==> config.mk <==
export PLATFORM = sky130hd
export DESIGN_NAME = cga_color_gain
export DESIGN_NICKNAME = d
export VERILOG_FILES = /design/src/design/cga_pkg.sv /design/src/design/cga_scaler.sv /design/src/design/cga_color_gain.sv
export VERILOG_INCLUDE_DIRS = /design/src /design/src/design
export SDC_FILE = /design/constraint.sdc
export NUM_CORES = 2
export LEC_CHECK = 0
export BUFFER_PORTS_ARGS = -buffer_cell sky130_fd_sc_hd__buf_2
export CORE_MARGIN = 2
export CORE_UTILIZATION = 50
export CTS_BUF_LIST = sky130_fd_sc_hd__clkbuf_8
export DETAILED_ROUTE_END_ITERATION = 10
export GPL_TIMING_DRIVEN = 0
export PLACE_DENSITY_LB_ADDON = 0.15
export SYNTH_ARGS = -nofsm -noshare
export SYNTH_HDL_FRONTEND = slang
export SYNTH_SLANG_ARGS = --single-unit
==> constraint.sdc <==
create_clock -name clk -period 38.5 [get_ports clk]
set_input_delay 3.85 -clock clk [delete_from_list [all_inputs] [get_ports clk]]
set_output_delay 3.85 -clock clk [all_outputs]
set_load 0.02 [all_outputs]
==> src/design/cga_regs.svh <==
/*
 * Register offsets, reset values and fixed-point constants of the colour and gain adjust stage.
 * Assumes it is included by bare name; holds definitions only.
 */
`ifndef CGA_REGS_SVH
`define CGA_REGS_SVH

// subaddresses of the adjustment registers
`define CGA_HUE_OFS 8'h1A
`define CGA_SAT_OFS 8'h1B
`define CGA_CGAIN_OFS 8'h1C
`define CGA_VGAIN_OFS 8'h1D

// reset values
`define CGA_HUE_RST 8'h00
`define CGA_SAT_RST 8'h80
`define CGA_CGAIN_RST 8'h40
`define CGA_VGAIN_RST 8'h80

// hue: bit 7 is the sign, bits 6:0 the magnitude (7F = 30 degrees)
`define CGA_HUE_SIGN 7
`define CGA_ROT_FRAC 12
`define CGA_ROT_ONE 14'h1000
`define CGA_SIN_SHIFT 4
`define CGA_COS_K 20'h00023
`define CGA_COS_SHIFT 10

// saturation is a Q1.7 factor, colour gain a Q2.6 factor
`define CGA_SAT_FRAC 7
`define CGA_SAT_UNITY 8'h80
`define CGA_CGAIN_FRAC 6
`define CGA_CGAIN_UNITY 8'h40
`define CGA_CGAIN_MIN 8'h20

// video gain: Q2.8 factor derived from the code, larger code gives lower gain
`define CGA_VG_FRAC 8
`define CGA_VG_NUM 16'h6700
`define CGA_VG_CODE_LO 8'h33
`define CGA_VG_CODE_HI 8'hCE
`define CGA_VG_GAIN_MAX 10'h1FD
`define CGA_VG_GAIN_MIN 10'h080
`define CGA_VG_UNITY 10'h100

// pixel pipeline depth in clock cycles
`define CGA_LATENCY 4

`endif

==> src/design/cga_pkg.sv <==
/*
 * Types shared by the colour and gain adjust stage.
 * Assumes nothing beyond a SystemVerilog compiler.
 */
package cga_pkg;

	// one 4:4:4 sample: unsigned luma, two's complement colour difference
	typedef struct packed {
		logic [7:0] y;
		logic signed [7:0] cb;
		logic signed [7:0] cr;
	} cga_pix_s;

	// byte write from the serial control bus front end
	typedef struct packed {
		logic en;
		logic [7:0] addr;
		logic [7:0] data;
	} cga_wr_s;

	// Q2.8 video gain factor
	typedef logic [9:0] cga_vgain_t;

endpackage

==> src/design/cga_scaler.sv <==
/*
 * Registered signed scaler: dout = saturate(din * gain >> FRAC).
 * Assumes clk and rstn of the pixel domain and an unsigned gain.
 */
`timescale 1ns/1ps

module cga_scaler #(
	parameter int W = 8,
	parameter int GW = 8,
	parameter int FRAC = 7
) (
	input wire logic clk, // pixel clock
	input wire logic rstn, // async reset, active low
	input wire logic signed [W-1:0] din, // sample in
	input wire logic [GW-1:0] gain, // unsigned fixed-point gain
	output logic signed [W-1:0] dout // scaled, saturated sample
);
	localparam int PW = W + GW + 1;
	localparam logic signed [PW-1:0] MAXV = PW'((64'sd1 <<< (W - 1)) - 64'sd1);
	localparam logic signed [PW-1:0] MINV = PW'(-(64'sd1 <<< (W - 1)));

	logic signed [PW-1:0] prod;
	logic signed [PW-1:0] shifted;

	assign prod = PW'(din) * $signed({1'b0, gain});
	assign shifted = prod >>> FRAC;

	always_ff @(posedge clk or negedge rstn) begin
		if (!rstn) begin
			dout <= '0;
		end else if (shifted > MAXV) begin
			dout <= MAXV[W-1:0];
		end else if (shifted < MINV) begin
			dout <= MINV[W-1:0];
		end else begin
			dout <= shifted[W-1:0];
		end
	end

endmodule

==> src/design/cga_color_gain.sv <==
/*
 * Colour and gain adjust stage: video gain, hue rotation, saturation and colour gain.
 * Assumes register writes arrive from the control bus front end in the pixel clock domain,
 * and that the gain-mode selects and automatic gain values come from logic on the same clock.
 */
`timescale 1ns/1ps
`include "cga_regs.svh"

module cga_color_gain
	import cga_pkg::*;
(
	input wire logic clk, // pixel clock, 100 MHz
	input wire logic rstn, // async reset, active low
	input wire cga_wr_s reg_wr, // register write strobe, subaddress and data
	input wire logic [7:0] reg_rd_addr, // subaddress for read back
	output logic [7:0] reg_rdata, // read data, one cycle after the address
	input wire logic chroma_fixed_gain, // colour processing selects fixed gain
	input wire logic video_fixed_gain, // analog input control selects fixed gain
	input wire logic [7:0] agc_chroma_gain, // automatic colour gain, Q2.6
	input wire logic [7:0] agc_video_code, // automatic video gain code
	input wire logic pix_in_valid, // input sample valid
	input wire cga_pix_s pix_in, // input sample
	output logic pix_out_valid, // output sample valid
	output cga_pix_s pix_out // adjusted sample
);
	logic [7:0] hue_r;
	logic [7:0] sat_r;
	logic [7:0] cgain_r;
	logic [7:0] vgain_r;

	logic [7:0] eff_vcode;
	cga_vgain_t vgain_q;
	logic [7:0] eff_cgain;

	logic signed [8:0] y1_s;
	logic signed [7:0] c1 [2];
	logic signed [7:0] c2 [2];
	logic signed [7:0] c3 [2];
	logic signed [7:0] c4 [2];
	logic [7:0] y2_r;
	logic [7:0] y3_r;
	logic [7:0] y4_r;
	logic [`CGA_LATENCY-1:0] vld_r;

	logic [6:0] hue_mag;
	logic [19:0] hue_sq;
	logic signed [13:0] sin_q;
	logic signed [13:0] cos_q;
	logic signed [22:0] rot_cb;
	logic signed [22:0] rot_cr;

	// maps a video gain code to a Q2.8 factor, inverse in the code
	function automatic cga_vgain_t vgain_lookup(input logic [7:0] code);
		logic [15:0] q;
		q = '0;
		if (code <= `CGA_VG_CODE_LO) begin
			vgain_lookup = `CGA_VG_GAIN_MAX;
		end else if (code >= `CGA_VG_CODE_HI) begin
			vgain_lookup = `CGA_VG_GAIN_MIN;
		end else begin
			q = `CGA_VG_NUM / {8'h00, code};
			vgain_lookup = q[9:0];
		end
	endfunction

	function automatic logic signed [7:0] sat8(input logic signed [22:0] v);
		if (v > 23'sd127) begin
			sat8 = 8'sh7F;
		end else if (v < -23'sd128) begin
			sat8 = 8'sh80;
		end else begin
			sat8 = v[7:0];
		end
	endfunction

	// register writes; settings are read live by each pipeline stage
	always_ff @(posedge clk or negedge rstn) begin
		if (!rstn) begin
			hue_r <= `CGA_HUE_RST;
			sat_r <= `CGA_SAT_RST;
			cgain_r <= `CGA_CGAIN_RST;
			vgain_r <= `CGA_VGAIN_RST;
		end else if (reg_wr.en) begin
			if (reg_wr.addr == `CGA_HUE_OFS) begin
				hue_r <= reg_wr.data;
			end else if (reg_wr.addr == `CGA_SAT_OFS) begin
				sat_r <= reg_wr.data;
			end else if (reg_wr.addr == `CGA_CGAIN_OFS) begin
				cgain_r <= reg_wr.data;
			end else if (reg_wr.addr == `CGA_VGAIN_OFS) begin
				vgain_r <= reg_wr.data;
			end
		end
	end

	// read back; other subaddresses belong to other blocks and read zero here
	always_ff @(posedge clk or negedge rstn) begin
		if (!rstn) begin
			reg_rdata <= '0;
		end else if (reg_rd_addr == `CGA_HUE_OFS) begin
			reg_rdata <= hue_r;
		end else if (reg_rd_addr == `CGA_SAT_OFS) begin
			reg_rdata <= sat_r;
		end else if (reg_rd_addr == `CGA_CGAIN_OFS) begin
			reg_rdata <= cgain_r;
		end else if (reg_rd_addr == `CGA_VGAIN_OFS) begin
			reg_rdata <= vgain_r;
		end else begin
			reg_rdata <= '0;
		end
	end

	// stage 1: combined video gain on luma and both chroma channels
	assign eff_vcode = video_fixed_gain ? vgain_r : agc_video_code;
	assign vgain_q = vgain_lookup(eff_vcode);

	cga_scaler #(.W(9), .GW(10), .FRAC(`CGA_VG_FRAC)) u_vg_y (
		.clk(clk),
		.rstn(rstn),
		.din($signed({1'b0, pix_in.y})),
		.gain(vgain_q),
		.dout(y1_s)
	);

	cga_scaler #(.W(8), .GW(10), .FRAC(`CGA_VG_FRAC)) u_vg_cb (
		.clk(clk),
		.rstn(rstn),
		.din(pix_in.cb),
		.gain(vgain_q),
		.dout(c1[0])
	);

	cga_scaler #(.W(8), .GW(10), .FRAC(`CGA_VG_FRAC)) u_vg_cr (
		.clk(clk),
		.rstn(rstn),
		.din(pix_in.cr),
		.gain(vgain_q),
		.dout(c1[1])
	);

	// stage 2: hue rotation, sign-magnitude angle, chordal sine and quadratic cosine
	assign hue_mag = hue_r[6:0];
	assign hue_sq = 20'(hue_mag) * 20'(hue_mag) * `CGA_COS_K;
	assign cos_q = $signed(14'(`CGA_ROT_ONE - 14'(hue_sq >> `CGA_COS_SHIFT)));
	assign sin_q = hue_r[`CGA_HUE_SIGN] ? -$signed({3'b000, hue_mag, 4'h0}) : $signed({3'b000, hue_mag, 4'h0});
	assign rot_cb = (23'(c1[0]) * 23'(cos_q) - 23'(c1[1]) * 23'(sin_q)) >>> `CGA_ROT_FRAC;
	assign rot_cr = (23'(c1[1]) * 23'(cos_q) + 23'(c1[0]) * 23'(sin_q)) >>> `CGA_ROT_FRAC;

	always_ff @(posedge clk or negedge rstn) begin
		if (!rstn) begin
			c2[0] <= '0;
			c2[1] <= '0;
		end else begin
			c2[0] <= sat8(rot_cb);
			c2[1] <= sat8(rot_cr);
		end
	end

	// stages 3 and 4: saturation, then colour gain, per chroma channel
	assign eff_cgain = chroma_fixed_gain ? ((cgain_r < `CGA_CGAIN_MIN) ? `CGA_CGAIN_MIN : cgain_r)
		: ((agc_chroma_gain < `CGA_CGAIN_MIN) ? `CGA_CGAIN_MIN : agc_chroma_gain);

	for (genvar i = 0; i < 2; i++) begin : g_chroma
		cga_scaler #(.W(8), .GW(8), .FRAC(`CGA_SAT_FRAC)) u_sat (
			.clk(clk),
			.rstn(rstn),
			.din(c2[i]),
			.gain(sat_r),
			.dout(c3[i])
		);
		cga_scaler #(.W(8), .GW(8), .FRAC(`CGA_CGAIN_FRAC)) u_cg (
			.clk(clk),
			.rstn(rstn),
			.din(c3[i]),
			.gain(eff_cgain),
			.dout(c4[i])
		);
	end

	// luma follows chroma through the rotation and chroma gain stages
	always_ff @(posedge clk or negedge rstn) begin
		if (!rstn) begin
			y2_r <= '0;
			y3_r <= '0;
			y4_r <= '0;
		end else begin
			y2_r <= y1_s[7:0];
			y3_r <= y2_r;
			y4_r <= y3_r;
		end
	end

	// fixed latency whatever the settings
	always_ff @(posedge clk or negedge rstn) begin
		if (!rstn) begin
			vld_r <= '0;
		end else begin
			vld_r <= {vld_r[`CGA_LATENCY-2:0], pix_in_valid};
		end
	end

	assign pix_out_valid = vld_r[`CGA_LATENCY-1];
	assign pix_out = '{y: y4_r, cb: c4[0], cr: c4[1]};
endmodule

==> out/metrics.csv <==
stage,metric,value,unit
status,status,completed,
synth,syn-cell-area,41200,um2
cts,cts_max_level,4,
min_path,hp-class,reg -> reg,
routing,remaining_drc_errors,0,
synth,netlist_top_cells_count,"inv_1, fa_1, ha_1",
sta,finalMaxSlewViolations,0,
synth,avgSynthCellArea,8.88,um2
placed_design,port_buffers,82,
sta,relSlewSlack,15.4,%
global_routing,grt_pass1_vias,32756,
routing,wl_met3,4810,um
routing,drtPass1Iterations,8,
critical_path,critPathKind,in -> reg,
routing,wl_per_cell,18.0,um
floorplan,fp.dieW,291,um
sta,tightest_slew,1.26,ns
sta,maxClockFrequency,27.5,MHz
floorplan,fp-row-count,105,
floorplan,die_h,291,um
floorplan,die_area,84700,um2
sta,hold_ws,0.337,ns
routing,vias,31849,
final_layout,finalNonFillerCells,5878,
final_layout,final_nets,6082,
final_layout,syn2layout_area_growth,8.73,%
floorplan,boundaryPins,103,
cts,cts_tree,yes,
final_layout,fillers,7675,
sta,clock_skew,0.0391,ns
routing,met2_length,49900,um
cts,cts-root-buf,clkbuf_8,
critical_path,end_kind,register,
routing,wl_met1,48700,um
global_routing,grt_max_degree,91,
critical_path,cp.required,38.93,ns
routing,via_per_inst,5.42,
synth,synth_seq_area_share,8.52,%
routing,drt-initial-drc-count,1683,
critical_path,cpMostUsedCell,ha_1,
sta,fin_crit_sh,94.5,%
cts,clkTransAtPathRegs,0.10,ns
synth,synth-edff-count,0,
synth,async_flop_share,100,%
synth,synthesis.nets,5926,
routing,top_layer_used,met4,
critical_path,start_kind,input port,
floorplan,core_area,81800,um2
synth,yosysUniqueCellTypes,101,
critical_path,cp_slowest_cell,fa_1,
cts,numCtsBuffers,17,
synth,yosys_warnings,0,
cts,clock_path_buffers,2,
global_routing,grt_pass1_wl,173000,um
critical_path,cp_max_fo,10,
synth,synth_top_area_share,31.2,%
sta,setup_viol,0,
placed_design,dpl.hpwl,87100,um
run,cap_violations,0,
final_layout,drive_above_1_share,9.01,%
floorplan,start_util,50.3,%
routing,wl,106000,um
synth,ys_seq_elements,140,
placed_design,dpl.cell_count,5796,
sta,hold_viol_final,0,
critical_path,cpPeakStageDelay,0.53,ns
global_routing,antenna_found_initial,3,
synth,synth_top_area_cell,fa_1,
critical_path,cp.arrival,36.82,ns
cts,cts.sinks,140,
global_routing,grt.total_usage,25.7,%
global_routing,grt_overflow,0,
sta,fin_crit,36.38,ns
synth,yosys_most_used_dff,dfrtp_1,
synth,yosysMostFrequentCell,inv_1,
synth,netlist_instances,4637,
placed_design,place_congestion,0.919,
synth,synth_area_leaders,"fa_1, ha_1, dfrtp_1",
cts,insertion_delay,0.58,ns
routing,postRouteAntennaNets,0,
-- through the flow --
stage / setup WS (ns) / utilization, % / instance area, um2 / setup TNS [ns]
floorplan: 1.00 / - / 41200 / 0
global placement: -7.22 / 52.5 / 42900 / -159.23
detailed placement: -6.18 / 52.6 / 43100 / -133.40
CTS: 0.00441 / 53.8 / 44000 / 0
global route: -0.255 / 54.7 / 44800 / -2.78
finish: 2.12 / 54.7 / 44800 / 0
-- layout make-up --
cell class | instances | area, um2 | share of cell area, %
Clock inverter | 14 | 188 | 0.419
Inverter | 868 | 3260 | 7.28
Antenna cell | 2 | 5.00 | 0.0112
Sequential cell | 140 | 3510 | 7.83
Timing Repair Buffer | 139 | 907 | 2.03
Clock buffer | 18 | 248 | 0.553
Tap cell | 1070 | 1340 | 2.99
Buffer | 152 | 679 | 1.52
Multi-Input combinational cell | 3475 | 34600 | 77.4
-- worst paths after layout --
path	cells after the start	slack, ns	from	endpoint
max	188	2.12	video_fixed_gain	u_vg_cb.dout[3]$_DFF_PN0_
min	0	0.34	u_vg_y.dout[2]$_DFF_PN0_	y2_r[2]$_DFF_PN0_
max reg2reg	185	4.95	vgain_r[0]$_DFFE_PN0P_	u_vg_cb.dout[3]$_DFF_PN0_
min reg2reg	0	0.34	u_vg_y.dout[2]$_DFF_PN0_	y2_r[2]$_DFF_PN0_
max in group asynchronous	2	34.32	rstn	y2_r[1]$_DFF_PN0_
min in group asynchronous	1	3.25	rstn	g_chroma[1].u_cg.dout[7]$_DFF_PN0_
-- worst max-delay path, delay by kind of cell --
kind / cells / cell delay [ns]
and+or+nand+nor: 64 / 9.23
adders and majority gates: 20 / 6.24
AOI/OAI and AO/OA: 75 / 12.65
xor gates and xnor gates: 1 / 0.19
muxes: 7 / 1.53
buffers and inverters: 21 / 3.07
-- layer usage --
| layer | up-vias | track usage, % |
|---|---|---|
| met3 | 138 | 2.10 |
| met5 | - | 0 |
| met1 | 15828 | 36.2 |
| li1 | 15104 | - |
| met2 | 779 | 42.5 |
| met4 | 0 | 7.00 |
-- state kept, by name, indices dropped and copies added, names as in the netlist --
| register | cells |
|---|---|
| c2 | 16 |
| cgain_r | 8 |
| g_chroma.u_cg.dout | 16 |
| g_chroma.u_sat.dout | 16 |
| hue_r | 8 |
| reg_rdata | 8 |
| sat_r | 8 |
| u_vg_cb.dout | 8 |
| u_vg_cr.dout | 8 |
| u_vg_y.dout | 8 |
| vgain_r | 8 |
| vld_r | 4 |
| y2_r | 8 |
| y3_r | 8 |
| y4_r | 8 |
-- logic make-up after synthesis --
kind of cell,Yosys count,synth area share [%]
xor+xnor,186,3.96
mux,84,2.25
compound gates,597,10.0
flops,140,8.52
simple gates,1388,17.1
other cells,1,0.00911
fa+ha+maj,1219,48.7
buf+inv,1022,9.38
-- timing repair --
action,in CTS,in global routing
setup endpoints to repair,24,24
buffers inserted,18,30
hold buffers,0,0
gates cloned,0,1
pin swaps,11,31
resized for setup,87,120
-- layout by cell type, fill, tap and decap left out, drive strengths merged, types with 17 or more instances in the layout --
master | netlist | routed
nor3 | 59 | 59
a21o | 107 | 107
mux2i | 25 | 25
nand2b | 58 | 58
clkbuf | 122 | 136
nor2 | 160 | 160
o21a | 38 | 38
and2 | 367 | 367
ha | 578 | 578
a21oi | 154 | 154
o21ai | 97 | 97
o31ai | 18 | 18
or3 | 18 | 18
xor2 | 43 | 43
nor2b | 53 | 53
a211oi | 17 | 17
inv | 867 | 878
nand3 | 41 | 41
mux2 | 59 | 59
xnor2 | 143 | 143
dfrtp | 137 | 137
and3 | 42 | 42
buf | 32 | 173
nor3b | 17 | 17
nand2 | 512 | 512
o21bai | 22 | 22
fa | 641 | 641
Power is left out: the tool's default activity adds up to more than one toggle a clock period on the data nets, which glitch-free logic cannot reach.
